===== config.mk =====
export PLATFORM = sky130hd
export DESIGN_NAME = utc_channel
export DESIGN_NICKNAME = d
export VERILOG_FILES = /design/src/include/utc_pkg.sv /design/src/hdl/utc_channel.sv
export SDC_FILE = /design/constraint.sdc
export NUM_CORES = 1
export LEC_CHECK = 0
export ABC_CLOCK_PERIOD_IN_PS = 3200
export BUFFER_PORTS_ARGS = -buffer_cell sky130_fd_sc_hd__buf_2
export CORE_MARGIN = 2
export CORE_UTILIZATION = 40
export CTS_CLUSTER_DIAMETER = 80
export DETAILED_ROUTE_END_ITERATION = 16
export HOLD_SLACK_MARGIN = 0.03
export PLACE_DENSITY = 0.61
export SYNTH_ARGS = -nofsm -noshare
export SYNTH_HDL_FRONTEND = slang
export SYNTH_SLANG_ARGS = --single-unit
export TNS_END_PERCENT = 1

===== constraint.sdc =====
create_clock -name CLK_I -period 3.2 [get_ports CLK_I]
set_input_delay 0.8 -clock CLK_I [delete_from_list [all_inputs] [get_ports CLK_I]]
set_output_delay 0.8 -clock CLK_I [all_outputs]
set_load 0.05 [all_outputs]

===== src/include/utc_pkg.sv =====
package utc_pkg;
  // register byte addresses
  localparam logic [7:0] UTC_OFF_MODE = 8'h00;
  localparam logic [7:0] UTC_OFF_CMD = 8'h04;
  localparam logic [7:0] UTC_OFF_STAT = 8'h08;
  localparam logic [7:0] UTC_OFF_DATA = 8'h0c;
  localparam logic [7:0] UTC_OFF_BAUD = 8'h10;
  // channel_mode_reg_one fields
  localparam int UTC_M_LEN = 0;      // [1:0] data bits minus five
  localparam int UTC_M_PAR = 2;      // [3:2] 0 none, 1 even, 2 odd, 3 forced
  localparam int UTC_M_PFORCE = 4;
  localparam int UTC_M_STOP2 = 5;
  localparam int UTC_M_BLOCK = 6;
  localparam int UTC_M_RXRTS = 7;
  localparam int UTC_M_TXRTS = 8;
  localparam int UTC_M_CTSCHK = 9;
  localparam int UTC_M_REQFULL = 10;
  localparam int UTC_MODE_W = 11;
  localparam logic [UTC_MODE_W-1:0] UTC_MODE_RST = 11'h003;
  // channel_command_reg bits, each a one-shot action
  localparam int UTC_C_TXEN = 0;
  localparam int UTC_C_TXDIS = 1;
  localparam int UTC_C_RXEN = 2;
  localparam int UTC_C_RXDIS = 3;
  localparam int UTC_C_TXRST = 4;
  localparam int UTC_C_RXRST = 5;
  localparam int UTC_C_ERRRST = 6;
  localparam int UTC_C_BRKON = 7;
  localparam int UTC_C_BRKOFF = 8;
  localparam int UTC_C_RTSON = 9;
  localparam int UTC_C_RTSOFF = 10;
  // channel_status_reg bits
  localparam int UTC_S_RECEIVE_READY_FLAG = 0;
  localparam int UTC_S_FIFO_FULL_FLAG = 1;
  localparam int UTC_S_TRANSMIT_READY_FLAG = 2;
  localparam int UTC_S_TRANSMIT_EMPTY_FLAG = 3;
  localparam int UTC_S_OVR = 4;
  localparam int UTC_S_PE = 5;
  localparam int UTC_S_FE = 6;
  localparam int UTC_S_BRK = 7;
  localparam logic [15:0] UTC_BAUD_RST = 16'h000f;
  localparam logic [3:0] UTC_HALF_LAST = 4'h7;   // eight 16x ticks
  localparam logic [3:0] UTC_BIT_LAST = 4'hf;    // sixteen 16x ticks
  localparam logic [1:0] UTC_FIFO_DEPTH = 2'h3;

  typedef struct packed {
    logic psel;
    logic penable;
    logic pwrite;
    logic [7:0] paddr;
    logic [31:0] pwdata;
  } utc_apb_req_s;

  typedef struct packed {
    logic brk;
    logic fe;
    logic pe;
    logic [7:0] data;
  } utc_entry_s;

  typedef enum logic [2:0] {
    UTC_TX_IDLE = 3'b000, UTC_TX_START = 3'b001, UTC_TX_DATA = 3'b011,
    UTC_TX_PAR = 3'b010, UTC_TX_STOP = 3'b110
  } utc_tx_e;

  typedef enum logic [2:0] {
    UTC_RX_IDLE = 3'b000, UTC_RX_START = 3'b001, UTC_RX_DATA = 3'b011,
    UTC_RX_PAR = 3'b010, UTC_RX_STOP = 3'b110, UTC_RX_LOW = 3'b111,
    UTC_RX_BRK = 3'b101
  } utc_rx_e;
endpackage


===== src/hdl/utc_channel.sv =====
// Notes on behaviour
// (RULE1) idle transmitter holds mark, shows empty; buffer write clears empty and restarts
// (RULE2) disable lets the character in the shifter finish before stopping
// (RULE3) transmitter reset stops at once; only enable command restarts
// (RULE4) with clear-to-send checking, start characters only while clear-to-send asserted
// (RULE5) send-break drives low and ignores clear-to-send
// (RULE6) transmitter rts mode: negate rts one bit after last character when disabled
// (RULE7) software asserts rts itself and sets transmit enable per message
// (RULE8) start bit checked over eight 16x ticks; any high sample abandons it
// (RULE9) bits sampled at centres, lsb first; unused upper bits read zero
// (RULE10) character queued and receive ready raised at stop bit middle
// (RULE11) nonzero char without stop, low half bit more, counts as new start
// (RULE12) error flags updated at character boundary, valid while receive ready
// (RULE13) low for whole character queues zero char with break; wait high half bit
// (RULE14) mid-character break queues damaged char, then zero break char
// (RULE15) shift register feeds three-entry fifo at topmost empty place
// (RULE16) each entry keeps data, parity, framing, break; overrun kept once
// (RULE17) receive ready while nonempty, fifo full at three; config picks request
// (RULE18) character mode shows top entry flags; block mode ORs arrivals at top
// (RULE19) status read leaves fifo; data read returns and pops top entry
// (RULE20) fifo full: char waits in shifter; next start loses it, sets overrun
// (RULE21) receiver rts mode: negate on valid start with fifo full, reassert on free
// (RULE22) disabled receiver still readable; receiver reset clears fifo, flags, request
// (RULE23) frame is start, data lsb first, optional parity, stop bits
// (RULE24) output rests at mark when disabled or idle
`timescale 1ns/100ps
module utc_channel
  import utc_pkg::*;
(
  input wire logic CLK_I,
  input wire logic NRST_I,
  input wire utc_pkg::utc_apb_req_s APB_I,
  output logic [31:0] PRDATA_O,
  output logic PREADY_O,
  output logic PSLVERR_O,
  input wire logic RXD_I,
  input wire logic CTS_N_I,
  output logic TXD_O,
  output logic RTS_N_O,
  output logic RX_REQ_O
);
  import utc_pkg::*;

  function automatic logic par_of(input logic [7:0] d, input logic [1:0] len, input logic [1:0] pm,
                                  input logic pf);
    logic [7:0] m;
    m = d & (8'hff >> (2'h3 - len));
    par_of = (pm == 2'h3) ? pf : ((^m) ^ (pm == 2'h2));
  endfunction

  logic [UTC_MODE_W-1:0] mode_q;
  logic [15:0] baud_q, bcnt_q;
  logic tick_q;
  logic pready_q, pslverr_q, rd_top_q;
  logic [31:0] prdata_q;
  logic txd_q, rts_n_q, rx_req_q;
  logic tx_en_q, brk_q, rx_en_q;
  logic [7:0] thr_q, tx_sh_q;
  logic thr_full_q, tx_par_q;
  utc_tx_e tx_st_q;
  logic [3:0] tx_sub_q;
  logic [2:0] tx_bit_q;
  logic drop_q;
  logic [3:0] drop_cnt_q;
  utc_rx_e rx_st_q;
  logic [3:0] rx_sub_q;
  logic [2:0] rx_bit_q;
  logic [7:0] rx_sh_q;
  logic rx_parbit_q, rxd_prev_q;
  utc_entry_s fifo_q [0:2];
  logic [1:0] cnt_q;
  logic pend_q, ovr_q;
  utc_entry_s pend_ent_q;
  logic [2:0] acc_q;

  logic [1:0] len;
  logic par_en;
  assign len = mode_q[UTC_M_LEN +: 2];
  assign par_en = mode_q[UTC_M_PAR +: 2] != 2'h0;

  // bus decode; a transfer completes on the second access-phase edge
  logic apb_go, wr_go, rd_go, mapped;
  logic [31:0] cmd;
  assign apb_go = APB_I.psel & APB_I.penable & pready_q;
  assign wr_go = apb_go & APB_I.pwrite;
  assign rd_go = apb_go & ~APB_I.pwrite;
  assign mapped = APB_I.paddr == UTC_OFF_MODE || APB_I.paddr == UTC_OFF_CMD || APB_I.paddr == UTC_OFF_STAT ||
                  APB_I.paddr == UTC_OFF_DATA || APB_I.paddr == UTC_OFF_BAUD;
  assign cmd = (wr_go && APB_I.paddr == UTC_OFF_CMD) ? APB_I.pwdata : 32'h0;

  // fifo bookkeeping
  logic pop, rx_done, start_ok, push_want, do_push, tx_load, tx_done;
  logic [1:0] cnt_after;
  utc_entry_s new_ent, push_ent;
  logic [2:0] arrive;
  logic [7:0] status;
  assign pop = rd_go && APB_I.paddr == UTC_OFF_DATA && rd_top_q && cnt_q != 2'h0;  // [RULE19]
  assign cnt_after = cnt_q - {1'b0, pop};
  assign push_want = rx_done | pend_q;
  assign do_push = push_want && cnt_after != UTC_FIFO_DEPTH;  // [RULE15] [RULE20]
  assign push_ent = rx_done ? new_ent : pend_ent_q;

  always_comb begin
    arrive = 3'h0;
    if (do_push && cnt_after == 2'h0) begin
      arrive = {push_ent.brk, push_ent.fe, push_ent.pe};
    end else if (pop && cnt_q >= 2'h2) begin
      arrive = {fifo_q[1].brk, fifo_q[1].fe, fifo_q[1].pe};
    end
  end

  always_comb begin
    status = 8'h0;
    status[UTC_S_RECEIVE_READY_FLAG] = cnt_q != 2'h0;  // [RULE17]
    status[UTC_S_FIFO_FULL_FLAG] = cnt_q == UTC_FIFO_DEPTH;
    status[UTC_S_TRANSMIT_READY_FLAG] = ~thr_full_q;
    status[UTC_S_TRANSMIT_EMPTY_FLAG] = ~thr_full_q && tx_st_q == UTC_TX_IDLE;  // [RULE1]
    status[UTC_S_OVR] = ovr_q;
    if (mode_q[UTC_M_BLOCK]) begin
      {status[UTC_S_BRK], status[UTC_S_FE], status[UTC_S_PE]} = acc_q;  // [RULE18]
    end else if (cnt_q != 2'h0) begin
      {status[UTC_S_BRK], status[UTC_S_FE], status[UTC_S_PE]} = {fifo_q[0].brk, fifo_q[0].fe, fifo_q[0].pe};
    end
  end

  // apb slave: one wait state, registered answer
  always_ff @(posedge CLK_I or negedge NRST_I) begin
    if (!NRST_I) begin
      pready_q <= 1'b0;
      pslverr_q <= 1'b0;
      prdata_q <= 32'h0;
      rd_top_q <= 1'b0;
    end else begin
      pready_q <= APB_I.psel & APB_I.penable & ~pready_q;
      pslverr_q <= APB_I.psel & APB_I.penable & ~pready_q & ~mapped;
      rd_top_q <= cnt_q != 2'h0;
      prdata_q <= 32'h0;
      if (APB_I.psel && APB_I.penable && !pready_q && !APB_I.pwrite) begin
        unique case (APB_I.paddr)
          UTC_OFF_MODE: prdata_q <= {{(32-UTC_MODE_W){1'b0}}, mode_q};
          UTC_OFF_STAT: prdata_q <= {24'h0, status};  // [RULE12] [RULE19]
          UTC_OFF_DATA: prdata_q <= {24'h0, (cnt_q != 2'h0) ? fifo_q[0].data : 8'h0};
          UTC_OFF_BAUD: prdata_q <= {16'h0, baud_q};
          default: prdata_q <= 32'h0;
        endcase
      end
    end
  end

  always_ff @(posedge CLK_I or negedge NRST_I) begin
    if (!NRST_I) begin
      mode_q <= UTC_MODE_RST;
      baud_q <= UTC_BAUD_RST;
    end else if (wr_go) begin
      if (APB_I.paddr == UTC_OFF_MODE) mode_q <= APB_I.pwdata[UTC_MODE_W-1:0];
      if (APB_I.paddr == UTC_OFF_BAUD) baud_q <= APB_I.pwdata[15:0];
    end
  end

  // 16x tick from the baud divider
  always_ff @(posedge CLK_I or negedge NRST_I) begin
    if (!NRST_I) begin
      bcnt_q <= 16'h0;
      tick_q <= 1'b0;
    end else begin
      tick_q <= bcnt_q == 16'h0;
      bcnt_q <= (bcnt_q == 16'h0) ? baud_q : bcnt_q - 16'h1;
    end
  end

  // transmitter control
  always_ff @(posedge CLK_I or negedge NRST_I) begin
    if (!NRST_I) begin
      tx_en_q <= 1'b0;
      brk_q <= 1'b0;
    end else if (cmd[UTC_C_TXRST]) begin
      tx_en_q <= 1'b0;  // [RULE3]
      brk_q <= 1'b0;
    end else begin
      if (cmd[UTC_C_TXDIS]) tx_en_q <= 1'b0;
      else if (cmd[UTC_C_TXEN]) tx_en_q <= 1'b1;  // [RULE3] [RULE7]
      if (cmd[UTC_C_BRKOFF]) brk_q <= 1'b0;
      else if (cmd[UTC_C_BRKON]) brk_q <= 1'b1;
    end
  end

  always_ff @(posedge CLK_I or negedge NRST_I) begin
    if (!NRST_I) begin
      thr_q <= 8'h0;
      thr_full_q <= 1'b0;
    end else if (cmd[UTC_C_TXRST]) begin
      thr_full_q <= 1'b0;
    end else if (wr_go && APB_I.paddr == UTC_OFF_DATA && (!thr_full_q || tx_load)) begin
      thr_q <= APB_I.pwdata[7:0];
      thr_full_q <= 1'b1;  // [RULE1]
    end else if (tx_load) begin
      thr_full_q <= 1'b0;
    end
  end

  // clear-to-send only gates the start of a character
  assign tx_load = tick_q && tx_st_q == UTC_TX_IDLE && thr_full_q && tx_en_q && !brk_q && !cmd[UTC_C_TXRST] &&
                   (!mode_q[UTC_M_CTSCHK] || !CTS_N_I);  // [RULE4]
  assign tx_done = tick_q && tx_st_q == UTC_TX_STOP && tx_sub_q == UTC_BIT_LAST &&
                   !(mode_q[UTC_M_STOP2] && tx_bit_q == 3'h0);

  always_ff @(posedge CLK_I or negedge NRST_I) begin
    if (!NRST_I) begin
      tx_st_q <= UTC_TX_IDLE;
      tx_sub_q <= 4'h0;
      tx_bit_q <= 3'h0;
      tx_sh_q <= 8'h0;
      tx_par_q <= 1'b0;
    end else if (cmd[UTC_C_TXRST]) begin
      tx_st_q <= UTC_TX_IDLE;  // [RULE3]
    end else if (tick_q) begin
      tx_sub_q <= tx_sub_q + 4'h1;
      unique case (tx_st_q)
        UTC_TX_IDLE: begin
          tx_sub_q <= 4'h0;
          if (tx_load) begin
            tx_sh_q <= thr_q;
            tx_par_q <= par_of(thr_q, len, mode_q[UTC_M_PAR +: 2], mode_q[UTC_M_PFORCE]);
            tx_st_q <= UTC_TX_START;  // [RULE23]
          end
        end
        UTC_TX_START: if (tx_sub_q == UTC_BIT_LAST) begin
          tx_st_q <= UTC_TX_DATA;
          tx_bit_q <= 3'h0;
        end
        UTC_TX_DATA: if (tx_sub_q == UTC_BIT_LAST) begin
          tx_sh_q <= tx_sh_q >> 1;
          tx_bit_q <= tx_bit_q + 3'h1;
          if (tx_bit_q == {1'b1, len}) begin
            tx_st_q <= par_en ? UTC_TX_PAR : UTC_TX_STOP;
            tx_bit_q <= 3'h0;
          end
        end
        UTC_TX_PAR: if (tx_sub_q == UTC_BIT_LAST) tx_st_q <= UTC_TX_STOP;
        UTC_TX_STOP: if (tx_sub_q == UTC_BIT_LAST) begin
          tx_bit_q <= 3'h1;
          if (tx_done) tx_st_q <= UTC_TX_IDLE;  // [RULE2]
        end
      endcase
    end
  end

  always_ff @(posedge CLK_I or negedge NRST_I) begin
    if (!NRST_I) begin
      txd_q <= 1'b1;
    end else if (brk_q) begin
      txd_q <= 1'b0;  // [RULE5]
    end else begin
      unique case (tx_st_q)
        UTC_TX_START: txd_q <= 1'b0;  // [RULE23]
        UTC_TX_DATA: txd_q <= tx_sh_q[0];
        UTC_TX_PAR: txd_q <= tx_par_q;
        default: txd_q <= 1'b1;  // [RULE24]
      endcase
    end
  end

  // request-to-send: software, transmitter drop and receiver flow control
  always_ff @(posedge CLK_I or negedge NRST_I) begin
    if (!NRST_I) begin
      drop_q <= 1'b0;
      drop_cnt_q <= 4'h0;
    end else if (tx_done && !tx_en_q && mode_q[UTC_M_TXRTS]) begin
      drop_q <= 1'b1;  // [RULE6]
      drop_cnt_q <= 4'h0;
    end else if (drop_q && tick_q) begin
      drop_cnt_q <= drop_cnt_q + 4'h1;
      if (drop_cnt_q == UTC_BIT_LAST) drop_q <= 1'b0;
    end
  end

  always_ff @(posedge CLK_I or negedge NRST_I) begin
    if (!NRST_I) begin
      rts_n_q <= 1'b1;
    end else if (cmd[UTC_C_RTSON]) begin
      rts_n_q <= 1'b0;
    end else if (cmd[UTC_C_RTSOFF]) begin
      rts_n_q <= 1'b1;
    end else if (drop_q && tick_q && drop_cnt_q == UTC_BIT_LAST) begin
      rts_n_q <= 1'b1;  // [RULE6]
    end else if (mode_q[UTC_M_RXRTS] && start_ok && cnt_q == UTC_FIFO_DEPTH) begin
      rts_n_q <= 1'b1;  // [RULE21]
    end else if (mode_q[UTC_M_RXRTS] && pop) begin
      rts_n_q <= 1'b0;  // [RULE21]
    end
  end

  // receiver
  always_ff @(posedge CLK_I or negedge NRST_I) begin
    if (!NRST_I) begin
      rx_en_q <= 1'b0;
    end else if (cmd[UTC_C_RXRST] || cmd[UTC_C_RXDIS]) begin
      rx_en_q <= 1'b0;  // [RULE22]
    end else if (cmd[UTC_C_RXEN]) begin
      rx_en_q <= 1'b1;
    end
  end

  assign start_ok = tick_q && rx_st_q == UTC_RX_START && !RXD_I && rx_sub_q == UTC_HALF_LAST;
  assign rx_done = tick_q && rx_st_q == UTC_RX_STOP && rx_sub_q == UTC_BIT_LAST && !cmd[UTC_C_RXRST];
  assign new_ent.data = rx_sh_q;  // [RULE9]
  assign new_ent.fe = !RXD_I;
  assign new_ent.pe = par_en && (rx_parbit_q != par_of(rx_sh_q, len, mode_q[UTC_M_PAR +: 2], mode_q[UTC_M_PFORCE]));
  assign new_ent.brk = !RXD_I && rx_sh_q == 8'h0 && !(par_en && rx_parbit_q);  // [RULE13]

  always_ff @(posedge CLK_I or negedge NRST_I) begin
    if (!NRST_I) begin
      rx_st_q <= UTC_RX_IDLE;
      rx_sub_q <= 4'h0;
      rx_bit_q <= 3'h0;
      rx_sh_q <= 8'h0;
      rx_parbit_q <= 1'b0;
      rxd_prev_q <= 1'b1;
    end else if (cmd[UTC_C_RXRST]) begin
      rx_st_q <= UTC_RX_IDLE;
      rxd_prev_q <= 1'b1;
    end else begin
      rxd_prev_q <= RXD_I;
      if (rx_st_q == UTC_RX_IDLE) begin
        rx_sub_q <= 4'h0;
        if (rx_en_q && rxd_prev_q && !RXD_I) rx_st_q <= UTC_RX_START;
      end else if (tick_q) begin
        rx_sub_q <= rx_sub_q + 4'h1;
        unique case (rx_st_q)
          UTC_RX_START: if (RXD_I) begin
            rx_st_q <= UTC_RX_IDLE;  // [RULE8]
          end else if (rx_sub_q == UTC_HALF_LAST) begin
            rx_st_q <= UTC_RX_DATA;  // [RULE8]
            rx_sub_q <= 4'h0;
            rx_bit_q <= 3'h0;
            rx_sh_q <= 8'h0;
          end
          UTC_RX_DATA: if (rx_sub_q == UTC_BIT_LAST) begin
            rx_sh_q[rx_bit_q] <= RXD_I;  // [RULE9]
            rx_bit_q <= rx_bit_q + 3'h1;
            if (rx_bit_q == {1'b1, len}) rx_st_q <= par_en ? UTC_RX_PAR : UTC_RX_STOP;
          end
          UTC_RX_PAR: if (rx_sub_q == UTC_BIT_LAST) begin
            rx_parbit_q <= RXD_I;
            rx_st_q <= UTC_RX_STOP;
          end
          UTC_RX_STOP: if (rx_sub_q == UTC_BIT_LAST) begin
            rx_sub_q <= 4'h0;
            if (new_ent.brk) rx_st_q <= UTC_RX_BRK;  // [RULE13] [RULE14]
            else if (new_ent.fe) rx_st_q <= UTC_RX_LOW;  // [RULE11]
            else rx_st_q <= UTC_RX_IDLE;
          end
          UTC_RX_LOW: if (RXD_I) begin
            rx_st_q <= UTC_RX_IDLE;
          end else if (rx_sub_q == UTC_HALF_LAST) begin
            rx_st_q <= UTC_RX_START;  // [RULE11]
            rx_sub_q <= 4'h0;
          end
          UTC_RX_BRK: if (!RXD_I) begin
            rx_sub_q <= 4'h0;
          end else if (rx_sub_q == UTC_HALF_LAST) begin
            rx_st_q <= UTC_RX_IDLE;  // [RULE13]
          end
          default: rx_st_q <= UTC_RX_IDLE;
        endcase
      end
    end
  end

  // holding fifo, waiting character and flags
  always_ff @(posedge CLK_I or negedge NRST_I) begin
    if (!NRST_I) begin
      for (int i = 0; i < 3; i++) fifo_q[i] <= '0;
      cnt_q <= 2'h0;
    end else if (cmd[UTC_C_RXRST]) begin
      cnt_q <= 2'h0;  // [RULE22]
    end else begin
      if (pop) begin
        for (int i = 0; i < 2; i++) fifo_q[i] <= fifo_q[i+1];  // [RULE19]
      end
      if (do_push) fifo_q[cnt_after] <= push_ent;  // [RULE10] [RULE15] [RULE16]
      cnt_q <= cnt_after + {1'b0, do_push};
    end
  end

  always_ff @(posedge CLK_I or negedge NRST_I) begin
    if (!NRST_I) begin
      pend_q <= 1'b0;
      pend_ent_q <= '0;
    end else if (cmd[UTC_C_RXRST]) begin
      pend_q <= 1'b0;
    end else if (start_ok && pend_q && !do_push) begin
      pend_q <= 1'b0;  // [RULE20]
    end else if (rx_done && !do_push) begin
      pend_q <= 1'b1;  // [RULE20]
      pend_ent_q <= new_ent;
    end else if (do_push && !rx_done) begin
      pend_q <= 1'b0;
    end
  end

  always_ff @(posedge CLK_I or negedge NRST_I) begin
    if (!NRST_I) begin
      ovr_q <= 1'b0;
      acc_q <= 3'h0;
    end else if (cmd[UTC_C_RXRST]) begin
      ovr_q <= 1'b0;  // [RULE22]
      acc_q <= 3'h0;
    end else begin
      ovr_q <= (ovr_q && !cmd[UTC_C_ERRRST]) || (start_ok && pend_q && !do_push);  // [RULE20] [RULE12]
      acc_q <= (cmd[UTC_C_ERRRST] ? 3'h0 : acc_q) | arrive;  // [RULE18]
    end
  end

  always_ff @(posedge CLK_I or negedge NRST_I) begin
    if (!NRST_I) begin
      rx_req_q <= 1'b0;
    end else begin
      rx_req_q <= mode_q[UTC_M_REQFULL] ? cnt_q == UTC_FIFO_DEPTH : cnt_q != 2'h0;  // [RULE17] [RULE22]
    end
  end

  assign PRDATA_O = prdata_q;
  assign PREADY_O = pready_q;
  assign PSLVERR_O = pslverr_q;
  assign TXD_O = txd_q;
  assign RTS_N_O = rts_n_q;
  assign RX_REQ_O = rx_req_q;
endmodule // utc_channel


==> flow_summary_export.csv <==
group,metric,value,unit
outcome,status,"finished clean",
floorplanning,die_x,152,um
yosys,ys_ff_latch,173,
yosys,synth_edf_count,0,
flow_run,maxCapViolCount,0,
critical_path,worstPathMaxFanout,11,
cts,clock_latency,430,ps
cts,cts-hold-fix-buffers,0,
timing,rsz0062_at_grt,"false",
floorplanning,start_util,40.6,%
cts,cts.sinks,173,
global_route,grt_max_degree,78,
final_layout,nets,1019,
yosys,yosysTopAreaCell,"dfrtp_1",
cts,clockBufferDepth,2,
timing,tns,0,ps
yosys,synth-async-reset-ratio,100,%
timing,worst_pin_slew,747,ps
critical_path,worstPathArrival,3140,ps
placed_design,routabilityCongestion,0.872,
detailed_routing,drt_iter0_markers,382,
detailed_routing,route.antenna.remaining_nets,0,
critical_path,endpoint_kind,"flop",
cts,cts_root_buf,"clkbuf_16",
timing,skew,9.72,ps
timing,final.min_clock_period,2830,ps
yosys,syn_inst,883,
detailed_routing,dr_total_vias,6728,
floorplanning,die-area,23200,um^2
timing,finalMaxSlewViolations,0,
placed_design,dp.cells,1220,
pwr,power_density,506,nW/um^2
yosys,synth_seq_area_share,49.3,%
detailed_routing,drc,0,
timing,finalCritPeriodShare,88.6,%
cts,numCtsBuffers,17,
timing,hold_slack,409,ps
pwr,power_leakage,4.63,nW
timing,slew_headroom,50.2,%
global_route,antenna_found_initial,0,
yosys,synth_warnings,0,
critical_path,regToRegEndpoint,"fifo_q[22]",
timing,finalSetupViolations,0,
timing,final.setup.worst_slack,365,ps
floorplanning,core,21700,um^2
yosys,synth_flop_cell,"dfrtp_1",
cts,cts_resized,0,
critical_path,worstReg2RegStart,"rx_sub_q[0]",
final_layout,fill_cells,2047,
final_layout,n_antenna_cell,0,
placed_design,io_buffers,51,
yosys,ys_top_cells_by_area,"dfrtp_1 (47%), mux2_2 (5.6%), nand2_1 (4.6%)",
cts,clk_pin_slew,60,ps
placed_design,post-dp-hpwl,16.4,mm
detailed_routing,vias_per_cell,5.37,
critical_path,crit_end,"pend_ent_q[5]",
final_layout,final_cell_mix,"dfrtp_1 (164), nand2_1 (106), nor2_1 (69), o21ai_0 (60)",
yosys,synth.distinct_cells,76,
floorplanning,die_y,152,um
critical_path,critical_path.startpoint,"APB_I[36]",
hold_path,hold_class,"primary input to asynchronous set/reset pin",
placed_design,pre_cts_ws,-56.4,ps
pwr,irDropWorstVdd,0.324,mV
yosys,synth_top_area_share,46.6,%
detailed_routing,wl_per_cell,17.5,um
critical_path,crit_type,"primary input to flop",
pwr,fin_total_pwr,5.15,mW
final_layout,drive_gt1_share,21.4,%
global_route,grt_usage,19.6,%
critical_path,cp.required,3510,ps
critical_path,reg2reg_depth,10,
yosys,synth.avg_cell_area,9.98,um^2
global_route,grt_pass1_wl,36.5,mm
cts,cts_tree,"yes",
final_layout,areaGrowthSynthToFinish,15.5,%
cts,htree_levels,4,
critical_path,r2r_slack,690,ps
yosys,syn_area,8810,um^2
final_layout,stdcell_count,1252,
floorplanning,fp-row-count,54,
critical_path,startpoint_type,"primary input",
final_layout,layout_commonest_cell,"dfrtp_1",
cts,cts_setup_buffers,0,
detailed_routing,first_pass_iters,5,
global_route,overflow,0,
floorplanning,io_pins,84,
global_route,grt_pass1_vias,6788,
timing,final_hold_viol_count,0,
detailed_routing,wl,21.9,mm
timing,max_freq,353,MHz
[routing by layer]
layer	share of wire [%]	track usage, %	routed length, um
met1	46	26.4	10200
met5	0	0	0
met2	48	32.3	10400
met4	2.3	7.03	503
met3	3.5	3.07	775
[worst min-delay path by stage]
stage | from | to | slack [ps] | cells after the start
after floorplan | brk_q | TXD_O | 390 | 1
after global placement | brk_q | TXD_O | 430 | 1
after detailed placement | brk_q | TXD_O | 440 | 1
after CTS | NRST_I | bcnt_q[15] | 440 | 1
after global routing | brk_q | TXD_O | 450 | 1
final | NRST_I | tx_sub_q[0] | 410 | 1
[sequential cells by signal (all words and copies together), names as in the netlist, 4 cells and up]
register / count
fifo_q: 33
PRDATA_O: 16
baud_q: 16
bcnt_q: 16
mode_q: 11
pend_ent_q: 11
rx_sh_q: 8
thr_q: 8
tx_sh_q: 8
drop_cnt_q: 4
rx_sub_q: 4
tx_sub_q: 4
[Yosys cell counts (12+ instances only)]
library cell,number
and3_1,12
ha_1,13
nor2_1,69
a21oi_1,42
inv_1,25
nand3_1,26
mux2i_1,16
dfrtp_1,164
nor3_1,22
buf_4,18
clkbuf_1,33
xnor2_1,21
mux2_2,44
nand2_1,108
a221o_1,20
o21ai_0,61
[stage by stage]
| step | utilization [%] | area [um^2] |
|---|---|---|
| after floorplan | - | 8930 |
| after global placement | 44.5 | 9640 |
| after detailed placement | 44.5 | 9640 |
| after CTS | 46.9 | 10200 |
| after global routing | 46.9 | 10200 |
| final | 46.9 | 10200 |
[area by class of cell]
cell class | count | area (um^2) | share of cell area [%]
Clock buffer | 24 | 462 | 4.54
Clock inverter | 8 | 70.1 | 0.689
Inverter | 26 | 97.6 | 0.959
Multi-Input combinational cell | 636 | 4140 | 40.7
Sequential cell | 173 | 4340 | 42.7
Tap cell | 280 | 350 | 3.44
Timing Repair Buffer | 105 | 717 | 7.05
[power breakdown]
part	internal (mW)	switching, mW
registers	2.33	0.171
clock network	1.09	0.843
logic	0.291	0.430
total	3.71	1.44
[critical path: stages]
cell,delay (ps)
buf_2,110
or4_4,580
nor3_4,160
nand2_2,90
inv_2,100
ha_4,170
xnor2_4,150
nor2_1,60
nor2_1,140
inv_1,60
ha_1,220
nand3_4,180
mux2_4,320
[logic make-up after synthesis]
| family | synth area share (%) |
|---|---|
| and+or+nand+nor | 17.5 |
| buffers and inverters | 5.18 |
| other | 0.0426 |
| DFF | 49.3 |
| adders and majority gates | 2.07 |
| muxes | 7.44 |
| xor gates and xnor gates | 3.44 |
| AOI/OAI and AO/OA | 15.1 |
(Power assumes the default switching activity.)
